--- src/design/eprm_pkg.sv ---
// eprm_pkg: constants shared by the one-time-programmable memory controller
package eprm_pkg;
	localparam int          EPRM_AW       = 18;
	localparam int          EPRM_DW       = 8;
	localparam int          EPRM_BUS_AW   = 8;
	localparam logic [4:0]  EPRM_MAX_PULSES = 5'h19;

	// register map, byte addresses
	localparam logic [7:0]  EPRM_OFS_CTRL   = 8'h00;
	localparam logic [7:0]  EPRM_OFS_ADDR   = 8'h04;
	localparam logic [7:0]  EPRM_OFS_WDATA  = 8'h08;
	localparam logic [7:0]  EPRM_OFS_STATUS = 8'h0C;
	localparam logic [7:0]  EPRM_OFS_RDATA  = 8'h10;

	// field positions
	localparam int          EPRM_CTRL_START   = 0;
	localparam int          EPRM_CTRL_OP_LO   = 1;
	localparam int          EPRM_ST_BUSY      = 0;
	localparam int          EPRM_ST_DONE      = 1;
	localparam int          EPRM_ST_FAIL      = 2;
	localparam int          EPRM_ST_PULSES_LO = 8;

	localparam logic [1:0]  EPRM_RESP_OKAY   = 2'h0;
	localparam logic [1:0]  EPRM_RESP_SLVERR = 2'h2;
	localparam logic [31:0] EPRM_WORD_ZERO   = 32'h0000_0000;

	typedef enum logic [1:0] {
		EPRM_OP_READ,
		EPRM_OP_PROGRAM,
		EPRM_OP_IDENT,
		EPRM_OP_VERIFY
	} eprm_op_type;

	// timing, in ns, then cycles at the clock rate
	localparam int          EPRM_CLK_MHZ   = 100;
	localparam int          EPRM_PULSE_NS  = 10000;
	localparam int          EPRM_SETUP_NS  = 2000;
	localparam int          EPRM_ACCESS_NS = 150;
	localparam int          EPRM_GATE_NS   = 65;
	localparam int          EPRM_FLOAT_NS  = 130;
	localparam logic [9:0]  EPRM_PULSE_CYC  =
		10'((EPRM_PULSE_NS * EPRM_CLK_MHZ + 999) / 1000);
	localparam logic [9:0]  EPRM_SETUP_CYC  =
		10'((EPRM_SETUP_NS * EPRM_CLK_MHZ + 999) / 1000);
	localparam logic [9:0]  EPRM_ACCESS_CYC =
		10'((EPRM_ACCESS_NS * EPRM_CLK_MHZ + 999) / 1000);
	localparam logic [9:0]  EPRM_GATE_CYC   =
		10'((EPRM_GATE_NS * EPRM_CLK_MHZ + 999) / 1000);
	localparam logic [9:0]  EPRM_FLOAT_CYC  =
		10'((EPRM_FLOAT_NS * EPRM_CLK_MHZ + 999) / 1000);
endpackage : eprm_pkg

--- src/design/eprm_cmd_if.sv ---
// eprm_cmd_if: command and result lines between register bank and sequencer
interface eprm_cmd_if;
	import eprm_pkg::*;
	logic                 start;
	eprm_op_type          op;
	logic [EPRM_AW-1:0]   addr;
	logic [EPRM_DW-1:0]   wdata;
	logic                 busy;
	logic                 done;
	logic                 fail;
	logic [EPRM_DW-1:0]   rdata;
	logic [4:0]           pulses;

	modport bank (output start, op, addr, wdata,
		input busy, done, fail, rdata, pulses);
	modport seq (input start, op, addr, wdata,
		output busy, done, fail, rdata, pulses);
endinterface : eprm_cmd_if

--- src/design/eprm_host.sv ---
// eprm_host: controller driving a one-time-programmable memory's pins
//
// Notes on behaviour
// the device holds 256K bytes on 18 address and 8 shared data lines.
// blank cells read as ones; programming only clears bits.
// the whole byte is driven on all eight data lines while programming.
// raise programming supply with strobe high before any program pulse.
// one 10 us low strobe pulse, only after address and data settle.
// on verify mismatch pulse again, at most 25 pulses, then report failure.
// software steps every address, then re-verifies at normal supply.
// raised supply, strobe low, select low programs the addressed byte.
// raised supply with select high inhibits programming, outputs float.
// parallel devices share lines but each gets its own select and gate.
// program verify uses select and gate low, strobe high, supply raised.
// high voltage on line 9 makes the device output its identifier bytes.
// during identification all address lines but 0 and 9 are held low.
// identifier bytes carry odd parity, top bit being the parity bit.
// array data is driven only while select and gate are both low.
// gate high with select low leaves the outputs floating.
// data follows gate fall after gate delay, given select and address early.
// select high means standby with floating outputs.
// select is the per-device choice; gate acts as the read strobe.
// supply and identify voltages are plain digital qualifier levels.
//
// Design decisions made here: the AXI4-Lite interface to the registers and the register offsets.
module eprm_host
	import eprm_pkg::*;
(
	input  wire logic                   clk,
	input  wire logic                   rst,
	input  wire logic [EPRM_BUS_AW-1:0] s_axi_awaddr,
	input  wire logic                   s_axi_awvalid,
	output logic                        s_axi_awready,
	input  wire logic [31:0]            s_axi_wdata,
	input  wire logic [3:0]             s_axi_wstrb,
	input  wire logic                   s_axi_wvalid,
	output logic                        s_axi_wready,
	output logic [1:0]                  s_axi_bresp,
	output logic                        s_axi_bvalid,
	input  wire logic                   s_axi_bready,
	input  wire logic [EPRM_BUS_AW-1:0] s_axi_araddr,
	input  wire logic                   s_axi_arvalid,
	output logic                        s_axi_arready,
	output logic [31:0]                 s_axi_rdata,
	output logic [1:0]                  s_axi_rresp,
	output logic                        s_axi_rvalid,
	input  wire logic                   s_axi_rready,
	output logic [EPRM_AW-1:0]          address_lines,
	output logic [EPRM_DW-1:0]          data_lines_out,
	output logic                        data_lines_oe,
	input  wire logic [EPRM_DW-1:0]     data_lines_in,
	output logic                        chip_select_low,
	output logic                        output_gate_low,
	output logic                        program_strobe_low,
	output logic                        program_supply_high,
	output logic                        identify_high_voltage
);
	typedef enum logic [3:0] {
		ST_IDLE,
		ST_SUPPLY,
		ST_SETUP,
		ST_PULSE,
		ST_HOLD,
		ST_SELECT,
		ST_GATE,
		ST_CHECK,
		ST_RELEASE
	} eprm_state_type;

	eprm_cmd_if cmd ();

	eprm_state_type       state_r, state_nxt;
	logic [9:0]           timer_r, timer_nxt;
	eprm_op_type          op_r;
	logic [EPRM_DW-1:0]   target_r;
	logic [4:0]           pulses_r, pulses_nxt;
	logic                 fail_r, fail_nxt;
	logic                 done_r, done_nxt;
	logic [EPRM_DW-1:0]   rdata_r, rdata_nxt;
	logic [EPRM_AW-1:0]   addr_nxt;
	logic [EPRM_DW-1:0]   dout_nxt;
	logic                 doe_nxt, cs_nxt, gate_nxt, strobe_nxt;
	logic                 supply_nxt, ident_nxt;
	logic                 expired;
	logic                 cs_act_r, gate_act_r, strobe_act_r;

	eprm_axil_regs u_regs (
		.clk           (clk),
		.rst           (rst),
		.cmd           (cmd.bank),
		.s_axi_awaddr  (s_axi_awaddr),
		.s_axi_awvalid (s_axi_awvalid),
		.s_axi_awready (s_axi_awready),
		.s_axi_wdata   (s_axi_wdata),
		.s_axi_wstrb   (s_axi_wstrb),
		.s_axi_wvalid  (s_axi_wvalid),
		.s_axi_wready  (s_axi_wready),
		.s_axi_bresp   (s_axi_bresp),
		.s_axi_bvalid  (s_axi_bvalid),
		.s_axi_bready  (s_axi_bready),
		.s_axi_araddr  (s_axi_araddr),
		.s_axi_arvalid (s_axi_arvalid),
		.s_axi_arready (s_axi_arready),
		.s_axi_rdata   (s_axi_rdata),
		.s_axi_rresp   (s_axi_rresp),
		.s_axi_rvalid  (s_axi_rvalid),
		.s_axi_rready  (s_axi_rready)
	);

	assign cmd.busy   = (state_r != ST_IDLE);
	assign cmd.done   = done_r;
	assign cmd.fail   = fail_r;
	assign cmd.rdata  = rdata_r;
	assign cmd.pulses = pulses_r;
	assign expired    = (timer_r == 10'h000);

	always_comb begin
		state_nxt  = state_r;
		timer_nxt  = expired ? timer_r : timer_r - 10'h001;
		pulses_nxt = pulses_r;
		fail_nxt   = fail_r;
		done_nxt   = 1'b0;
		rdata_nxt  = rdata_r;
		addr_nxt   = address_lines;
		dout_nxt   = data_lines_out;
		doe_nxt    = data_lines_oe;
		cs_nxt     = cs_act_r;
		gate_nxt   = gate_act_r;
		strobe_nxt = strobe_act_r;
		supply_nxt = program_supply_high;
		ident_nxt  = identify_high_voltage;
		case (state_r)
			ST_IDLE: begin
				if (cmd.start) begin
					pulses_nxt = 5'h00;
					fail_nxt   = 1'b0;
					addr_nxt   = cmd.addr;
					if (cmd.op == EPRM_OP_PROGRAM ||
						cmd.op == EPRM_OP_VERIFY) begin
						// strobe stays high as supply rises
						supply_nxt = 1'b1;
						state_nxt  = ST_SUPPLY;
						timer_nxt  = EPRM_SETUP_CYC;
					end else begin // normal supply, final sweep
						if (cmd.op == EPRM_OP_IDENT) begin
							// only line 0 may vary here
							addr_nxt  = {{(EPRM_AW-1){1'b0}}, cmd.addr[0]};
							ident_nxt = 1'b1;
						end
						cs_nxt    = 1'b1; // select first, gate later
						state_nxt = ST_SELECT;
						timer_nxt = EPRM_ACCESS_CYC - EPRM_GATE_CYC;
					end
				end
			end
			ST_SUPPLY: begin
				if (expired) begin
					cs_nxt = 1'b1; // own select per device
					if (op_r == EPRM_OP_VERIFY) begin
						state_nxt = ST_SELECT;
						timer_nxt = EPRM_SETUP_CYC;
					end else begin
						dout_nxt  = target_r; // full byte in parallel
						doe_nxt   = 1'b1;
						state_nxt = ST_SETUP;
						timer_nxt = EPRM_SETUP_CYC;
					end
				end
			end
			ST_SETUP: begin
				// gate held high so the device does not fight our data
				if (expired) begin
					strobe_nxt = 1'b1; // pulse after settling
					pulses_nxt = pulses_r + 5'h01;
					state_nxt  = ST_PULSE;
					// a state lasts its count plus one cycle
					timer_nxt  = EPRM_PULSE_CYC - 10'h001;
				end
			end
			ST_PULSE: begin
				if (expired) begin
					strobe_nxt = 1'b0;
					state_nxt  = ST_HOLD;
					timer_nxt  = EPRM_SETUP_CYC;
				end
			end
			ST_HOLD: begin
				if (expired) begin
					doe_nxt   = 1'b0;
					state_nxt = ST_SELECT;
					timer_nxt = EPRM_SETUP_CYC;
				end
			end
			ST_SELECT: begin
				if (expired) begin
					gate_nxt  = 1'b1; // verify: both low, strobe high
					state_nxt = ST_GATE;
					timer_nxt = EPRM_GATE_CYC;
				end
			end
			ST_GATE: begin
				if (expired) begin
					rdata_nxt = data_lines_in; // driven only now
					state_nxt = (op_r == EPRM_OP_PROGRAM) ? ST_CHECK
						: ST_RELEASE;
					if (op_r != EPRM_OP_PROGRAM) begin
						gate_nxt  = 1'b0;
						timer_nxt = EPRM_FLOAT_CYC;
					end
				end
			end
			ST_CHECK: begin
				gate_nxt = 1'b0; // outputs float before we drive
				if (rdata_r == target_r) begin
					state_nxt = ST_RELEASE;
					timer_nxt = EPRM_FLOAT_CYC;
				end else if (pulses_r >= EPRM_MAX_PULSES) begin
					fail_nxt  = 1'b1;
					state_nxt = ST_RELEASE;
					timer_nxt = EPRM_FLOAT_CYC;
				end else begin
					// wait out the float time, then pulse again
					state_nxt = ST_SUPPLY;
					timer_nxt = EPRM_FLOAT_CYC;
				end
			end
			ST_RELEASE: begin
				if (expired) begin
					cs_nxt     = 1'b0; // back to standby
					supply_nxt = 1'b0;
					ident_nxt  = 1'b0;
					done_nxt   = 1'b1;
					state_nxt  = ST_IDLE;
				end
			end
			default: state_nxt = ST_IDLE;
		endcase
	end

	always_ff @(posedge clk) begin
		if (rst) begin
			state_r <= ST_IDLE;
			timer_r <= 10'h000;
		end else begin
			state_r <= state_nxt;
			timer_r <= timer_nxt;
		end
	end

	always_ff @(posedge clk) begin
		if (rst) begin
			op_r     <= EPRM_OP_READ;
			target_r <= 8'hFF;
		end else if (state_r == ST_IDLE && cmd.start) begin
			op_r     <= cmd.op;
			target_r <= cmd.wdata;
		end
	end

	always_ff @(posedge clk) begin
		if (rst) begin
			pulses_r <= 5'h00;
			fail_r   <= 1'b0;
			done_r   <= 1'b0;
			rdata_r  <= 8'hFF;
		end else begin
			pulses_r <= pulses_nxt;
			fail_r   <= fail_nxt;
			done_r   <= done_nxt;
			rdata_r  <= rdata_nxt;
		end
	end

	// pins: the *_low outputs are kept as "asserted" flags and
	// inverted below so the pins sit high (inactive) after reset
	always_ff @(posedge clk) begin
		if (rst) begin
			address_lines       <= '0;
			data_lines_out      <= 8'hFF;
			data_lines_oe       <= 1'b0;
			program_supply_high <= 1'b0;
			identify_high_voltage <= 1'b0;
		end else begin
			address_lines       <= addr_nxt;
			data_lines_out      <= dout_nxt;
			data_lines_oe       <= doe_nxt;
			program_supply_high <= supply_nxt;
			identify_high_voltage <= ident_nxt;
		end
	end

	always_ff @(posedge clk) begin
		if (rst) begin
			cs_act_r     <= 1'b0;
			gate_act_r   <= 1'b0;
			strobe_act_r <= 1'b0;
		end else begin
			cs_act_r     <= cs_nxt;
			gate_act_r   <= gate_nxt;
			strobe_act_r <= strobe_nxt;
		end
	end

	always_ff @(posedge clk) begin
		if (rst) begin
			chip_select_low    <= 1'b1;
			output_gate_low    <= 1'b1;
			program_strobe_low <= 1'b1;
		end else begin
			chip_select_low    <= !cs_nxt;
			output_gate_low    <= !gate_nxt;
			program_strobe_low <= !strobe_nxt;
		end
	end
endmodule // eprm_host

--- src/design/eprm_axil_regs.sv ---
// eprm_axil_regs: AXI4-Lite register bank of the memory controller
module eprm_axil_regs
	import eprm_pkg::*;
(
	input  wire logic                   clk,
	input  wire logic                   rst,
	eprm_cmd_if.bank                    cmd,
	input  wire logic [EPRM_BUS_AW-1:0] s_axi_awaddr,
	input  wire logic                   s_axi_awvalid,
	output logic                        s_axi_awready,
	input  wire logic [31:0]            s_axi_wdata,
	input  wire logic [3:0]             s_axi_wstrb,
	input  wire logic                   s_axi_wvalid,
	output logic                        s_axi_wready,
	output logic [1:0]                  s_axi_bresp,
	output logic                        s_axi_bvalid,
	input  wire logic                   s_axi_bready,
	input  wire logic [EPRM_BUS_AW-1:0] s_axi_araddr,
	input  wire logic                   s_axi_arvalid,
	output logic                        s_axi_arready,
	output logic [31:0]                 s_axi_rdata,
	output logic [1:0]                  s_axi_rresp,
	output logic                        s_axi_rvalid,
	input  wire logic                   s_axi_rready
);
	logic                   aw_held_r;
	logic                   w_held_r;
	logic [EPRM_BUS_AW-1:0] awaddr_r;
	logic [31:0]            wdata_r;
	logic [3:0]             wstrb_r;
	logic [31:0]            addr_reg_r;
	logic [31:0]            wdata_reg_r;
	logic                   done_r;
	logic                   start_r;
	eprm_op_type            op_r;
	logic                   wr_go;
	logic [31:0]            status;
	logic [31:0]            rd_word;
	logic                   rd_hit;

	function automatic logic [31:0] merge(input logic [31:0] old,
		input logic [31:0] nw, input logic [3:0] strb);
		logic [31:0] res;
		res = old;
		for (int i = 0; i < 4; i++)
			if (strb[i])
				res[i*8 +: 8] = nw[i*8 +: 8];
		return res;
	endfunction

	assign wr_go = aw_held_r && w_held_r && !s_axi_bvalid;
	assign s_axi_awready = !aw_held_r;
	assign s_axi_wready  = !w_held_r;

	always_ff @(posedge clk) begin
		if (rst) begin
			aw_held_r <= 1'b0;
			w_held_r  <= 1'b0;
			awaddr_r  <= '0;
			wdata_r   <= EPRM_WORD_ZERO;
			wstrb_r   <= 4'h0;
		end else begin
			if (s_axi_awvalid && !aw_held_r) begin
				aw_held_r <= 1'b1;
				awaddr_r  <= s_axi_awaddr;
			end else if (wr_go) begin
				aw_held_r <= 1'b0;
			end
			if (s_axi_wvalid && !w_held_r) begin
				w_held_r <= 1'b1;
				wdata_r  <= s_axi_wdata;
				wstrb_r  <= s_axi_wstrb;
			end else if (wr_go) begin
				w_held_r <= 1'b0;
			end
		end
	end

	always_ff @(posedge clk) begin
		if (rst) begin
			s_axi_bvalid <= 1'b0;
			s_axi_bresp  <= EPRM_RESP_OKAY;
		end else if (wr_go) begin
			s_axi_bvalid <= 1'b1;
			s_axi_bresp  <= (awaddr_r == EPRM_OFS_CTRL ||
				awaddr_r == EPRM_OFS_ADDR || awaddr_r == EPRM_OFS_WDATA ||
				awaddr_r == EPRM_OFS_STATUS) ? EPRM_RESP_OKAY
				: EPRM_RESP_SLVERR;
		end else if (s_axi_bready) begin
			s_axi_bvalid <= 1'b0;
		end
	end

	always_ff @(posedge clk) begin
		if (rst) begin
			addr_reg_r  <= EPRM_WORD_ZERO;
			wdata_reg_r <= EPRM_WORD_ZERO;
			start_r     <= 1'b0;
			op_r        <= EPRM_OP_READ;
		end else begin
			start_r <= 1'b0;
			if (wr_go && awaddr_r == EPRM_OFS_ADDR)
				addr_reg_r <= merge(addr_reg_r, wdata_r, wstrb_r);
			if (wr_go && awaddr_r == EPRM_OFS_WDATA)
				wdata_reg_r <= merge(wdata_reg_r, wdata_r, wstrb_r);
			// start while busy is dropped: one operation at a time
			if (wr_go && awaddr_r == EPRM_OFS_CTRL && wstrb_r[0] &&
				wdata_r[EPRM_CTRL_START] && !cmd.busy) begin
				start_r <= 1'b1;
				op_r    <= eprm_op_type'(wdata_r[EPRM_CTRL_OP_LO +: 2]);
			end
		end
	end

	// done is sticky, write one to clear; a new completion wins
	always_ff @(posedge clk) begin
		if (rst)
			done_r <= 1'b0;
		else if (cmd.done)
			done_r <= 1'b1;
		else if (wr_go && awaddr_r == EPRM_OFS_STATUS && wstrb_r[0] &&
			wdata_r[EPRM_ST_DONE])
			done_r <= 1'b0;
	end

	assign cmd.start = start_r;
	assign cmd.op    = op_r;
	assign cmd.addr  = addr_reg_r[EPRM_AW-1:0];
	assign cmd.wdata = wdata_reg_r[EPRM_DW-1:0];

	always_comb begin
		status = EPRM_WORD_ZERO;
		status[EPRM_ST_BUSY] = cmd.busy;
		status[EPRM_ST_DONE] = done_r;
		status[EPRM_ST_FAIL] = cmd.fail;
		status[EPRM_ST_PULSES_LO +: 5] = cmd.pulses;
		rd_hit  = 1'b1;
		rd_word = EPRM_WORD_ZERO;
		case (s_axi_araddr)
			EPRM_OFS_CTRL:   rd_word = {29'h0, op_r, 1'b0};
			EPRM_OFS_ADDR:   rd_word = {14'h0, addr_reg_r[EPRM_AW-1:0]};
			EPRM_OFS_WDATA:  rd_word = {24'h0, wdata_reg_r[EPRM_DW-1:0]};
			EPRM_OFS_STATUS: rd_word = status;
			EPRM_OFS_RDATA:  rd_word = {24'h0, cmd.rdata};
			default:         rd_hit  = 1'b0;
		endcase
	end

	assign s_axi_arready = !s_axi_rvalid;

	always_ff @(posedge clk) begin
		if (rst) begin
			s_axi_rvalid <= 1'b0;
			s_axi_rdata  <= EPRM_WORD_ZERO;
			s_axi_rresp  <= EPRM_RESP_OKAY;
		end else if (s_axi_arvalid && !s_axi_rvalid) begin
			s_axi_rvalid <= 1'b1;
			s_axi_rdata  <= rd_word;
			s_axi_rresp  <= rd_hit ? EPRM_RESP_OKAY : EPRM_RESP_SLVERR;
		end else if (s_axi_rready) begin
			s_axi_rvalid <= 1'b0;
		end
	end
endmodule // eprm_axil_regs

--- config.mk ---
export PLATFORM = sky130hd
export DESIGN_NAME = eprm_host
export DESIGN_NICKNAME = d
export VERILOG_FILES = /design/src/design/eprm_pkg.sv /design/src/design/eprm_cmd_if.sv /design/src/design/eprm_host.sv /design/src/design/eprm_axil_regs.sv
export SDC_FILE = /design/constraint.sdc
export NUM_CORES = 1
export LEC_CHECK = 0
export ABC_AREA = 1
export BUFFER_PORTS_ARGS = -buffer_cell sky130_fd_sc_hd__buf_2
export CAP_MARGIN = 20
export CORE_MARGIN = 2
export CORE_UTILIZATION = 55
export CTS_BUF_LIST = sky130_fd_sc_hd__clkbuf_2 sky130_fd_sc_hd__clkbuf_4 sky130_fd_sc_hd__clkbuf_8
export DETAILED_ROUTE_END_ITERATION = 16
export PLACE_DENSITY = 0.84
export SLEW_MARGIN = 20
export SYNTH_ARGS = -nofsm -noshare
export SYNTH_HDL_FRONTEND = slang
export SYNTH_HIERARCHICAL = 1
export SYNTH_SLANG_ARGS = --single-unit
--- constraint.sdc ---
create_clock -name clk -period 4.7 [get_ports clk]
set_input_delay 0.235 -clock clk [delete_from_list [all_inputs] [get_ports clk]]
set_output_delay 0.235 -clock clk [all_outputs]
set_load 0.005 [all_outputs]
==> results.py <==
metrics = {
    "power": {
        "powerDensity_mw_per_mm2": 403,
        "p_leak_nw": 3.73,
        "peakVddDrop_uv": 237,
    },
    "worst_setup_path": {
        "slowest_stage": "nor2_2",
        "crit_fanout": 23,
        "criticalPathCategory": "reg2reg",
        "slowest_delay_ns": 0.64,
        "critPathBufInv": 2,
        "cp.required_ns": 5.04,
        "cp_num_cells": 9,
        "critPathCaptureType": "flop",
        "start_kind": "flop",
        "crit_arrival_ns": 2.86,
        "cpLargestDelayFamily": "simple AND/OR/NAND/NOR gates",
        "rr_worst_depth": 9,
        "cp_cell_sequence": "inv_1 > ha_1 > nand2_1 > nor2_2 > nand3_2 > nor2_2 > inv_1 > nand2_1 > nand3_1",
    },
    "cts": {
        "clk_path_buf_depth": 2,
        "cts_buffers": 17,
        "cts.clk_slew.worst_paths_ns": 0.09,
        "clockRootBuffer": "clkbuf_8",
        "post-cts-setup-buffer-count": 0,
        "h-tree-depth": 4,
        "postCtsHoldBufs": 32,
        "cts_tree": "built",
        "numClockSinks": 157,
        "clock_latency_ns": 0.46,
        "cts_resized": 0,
    },
    "drt": {
        "drtAntennaViolNets": 0,
        "vias": 6793,
        "drt_iter0_drc": 535,
        "wl_per_cell_um": 14.4,
        "drt_pass1_iterations": 5,
        "drc_errors": 0,
        "routed_wl_um": 18400,
        "viasPerCell": 5.34,
    },
    "synthesis": {
        "synth.largest_area_cell": "dfxtp_1",
        "synth_warnings": 6,
        "ys.flop_type": "dfxtp_1",
        "synth_cells": 965,
        "synth.area.top_cells": "dfxtp_1 44%, nand2_1 8.9%, a21oi_1 6.5%",
        "syn_area_mm2": 0.00713,
        "synth-seq-cells": 157,
        "synth_edf_count": 0,
        "synth.top_cell.area_share_pct": 44.1,
        "ys_seq_area_share_pct": 44.1,
        "avgSynthCellArea_um2": 7.39,
        "synth_cell_types": 45,
        "ys_async_sr_fraction_pct": 0,
    },
    "layout": {
        "regArea_mm2": 0.00314,
        "multi_input_area_mm2": 0.00328,
        "fin_nets": 1158,
        "syn2layout_area_growth_pct": 17.2,
        "layout.cells.non_filler": 1271,
        "antenna_cells": 0,
        "fin_area_mm2": 0.00836,
        "nFillCells": 1063,
        "drive_above_1_share_pct": 18.7,
    },
    "grt": {
        "grt.total_usage_pct": 26.6,
        "grt_pass1_vias": 6277,
        "grt_overflow_total": 0,
        "grt_max_degree": 61,
        "grt_pass1_wl_um": 30100,
        "grt_antenna_before_repair": 0,
    },
    "place": {
        "dpl.cell_count": 1206,
        "routabilityCongestion": 0.935,
        "hpwl_um": 12500,
        "dpl_cell_area_mm2": 0.00762,
        "io_buffers": 108,
    },
    "sta": {
        "fin_skew_ns": 0.0146,
        "holdWs_ns": 0.0200,
        "maxSlewHeadroom_pct": 48.1,
        "hold_violations": 0,
        "setup-tns-final_ns": 0,
        "report.final.setup_viol": 0,
        "maxSlewViolCount": 0,
        "max_freq_mhz": 398,
        "finalCritPeriodShare_pct": 53.5,
        "period_needed_ns": 2.51,
        "tightestPinTransition_ns": 0.774,
        "rsz0062_at_grt": "false",
    },
    "floorplanning": {
        "rows": 41,
        "num_io_pins": 140,
        "fp.dieW_um": 118,
        "initial_core_util_pct": 56.5,
        "die_y_um": 118,
        "die_area_mm2": 0.0139,
        "core_area_mm2": 0.0126,
    },
    "status": {
        "status": "finished clean",
    },
    "worst_hold_path": {
        "min_path_cells": 3,
        "min_path_type": "in2reg",
    },
    "run": {
        "max_cap_viol_count": 0,
    },
}
-- logic make-up (layout without fill, tap and decap cells) --
group           Yosys count  count (layout)  synth area share [%]
fa+ha+maj                 5               5                 0.877
other cells               1              16                0.0526
simple gates            413             413                  26.7
buf+inv                 165             284                  10.7
flops                   157             157                  44.1
compound gates          215             215                  16.5
xor+xnor                  9               9                  1.10
-- per-stage QoR --
step / utilization, % / total power [W] / worst slack [ns]
final: 66.2 / 0.00337 / 2.19
after global routing: 66.2 / 0.00357 / 1.95
after CTS: 66.1 / 0.00336 / 2.19
after detailed placement: 60.4 / 0.00235 / 2.22
after global placement: 60.4 / 0.00234 / 2.27
after floorplan: - / 0.00218 / 2.84
-- path summary, 6_finish.rpt --
check,startpoint,endpoint,slack [ns]
hold / removal,s_axi_awaddr[4],u_regs/awaddr_r[4]$_SDFFE_PP0P_,0.02
setup reg to reg,timer_r[0]$_SDFF_PP0_,cmd.rdata[4]$_SDFFE_PP1P_,2.19
setup / recovery,timer_r[0]$_SDFF_PP0_,cmd.rdata[4]$_SDFFE_PP1P_,2.19
hold reg to reg,data_lines_out[7]$_SDFFE_PP1P_,data_lines_out[7]$_SDFFE_PP1P_,0.47
-- synthesized netlist by cell type, types with 3 or more instances --
master / instances
nand2_1: 169
nand2_2: 7
nand2_4: 3
o211ai_2: 8
nor2_2: 11
dfxtp_1: 157
clkinv_1: 3
o211ai_1: 7
ha_1: 5
nand4_1: 7
clkbuf_1: 21
nor3_1: 8
buf_4: 20
buf_2: 8
nor2_8: 3
xnor2_1: 5
inv_2: 13
buf_6: 7
a31oi_1: 3
nand3_1: 78
xor2_1: 4
o21ai_1: 12
a21oi_1: 92
inv_1: 89
nor2_1: 108
o21ai_0: 86
nor2_4: 6
-- layout make-up --
cell class,count,share of cell area (%)
multi-input cells,658,39.3
flip-flops and latches,157,37.6
repair buffers,144,10.7
inverters,108,4.93
clock buffers,22,3.62
well taps,172,2.57
clock inverters,10,1.23
-- registers in the layout, indices dropped and copies added, names as in the netlist, 2 cells and up --
register	cells
op_r	2
timer_r	10
target_r	8
cmd.pulses	5
u_regs/cmd.op	2
u_regs/wstrb_r	3
address_lines	18
u_regs/addr_reg_r	18
cmd.rdata	8
u_regs/awaddr_r	8
u_regs/wdata_reg_r	8
state_r	4
u_regs/s_axi_rdata	18
data_lines_out	8
u_regs/wdata_r	18
-- placed cells by master, fill, tap and decap left out, drive strengths merged, types with 9 or more instances in the layout --
cell type / n
o21ai: 98
inv: 106
nor2: 128
clkbuf: 22
nand2: 179
buf: 112
a21oi: 92
clkinv: 9
dfxtp: 157
dlygate4sd3: 32
nor3: 9
o211ai: 15
conb: 16
nand3: 82
-- worst min-delay path, cell delays in order --
cell	delay (ns)
buf_2	0.08
nor2_1	0.03
nor2_1	0.10
-- routing by layer --
metal  part of all wire [%]  GRT usage (%)
met4                    2.5           11.9
met1                     43           33.7
met3                    5.9           4.80
met5                      0              0
met2                     48           44.2
-- power by group --
group          total [W]  internal [W]  switching, W
clock network    0.00100      0.000495      0.000506
logic           0.000887      0.000305      0.000582
registers        0.00148       0.00141     0.0000686
total            0.00337       0.00221       0.00116
Note: power is estimated with default switching activity, not from simulation.
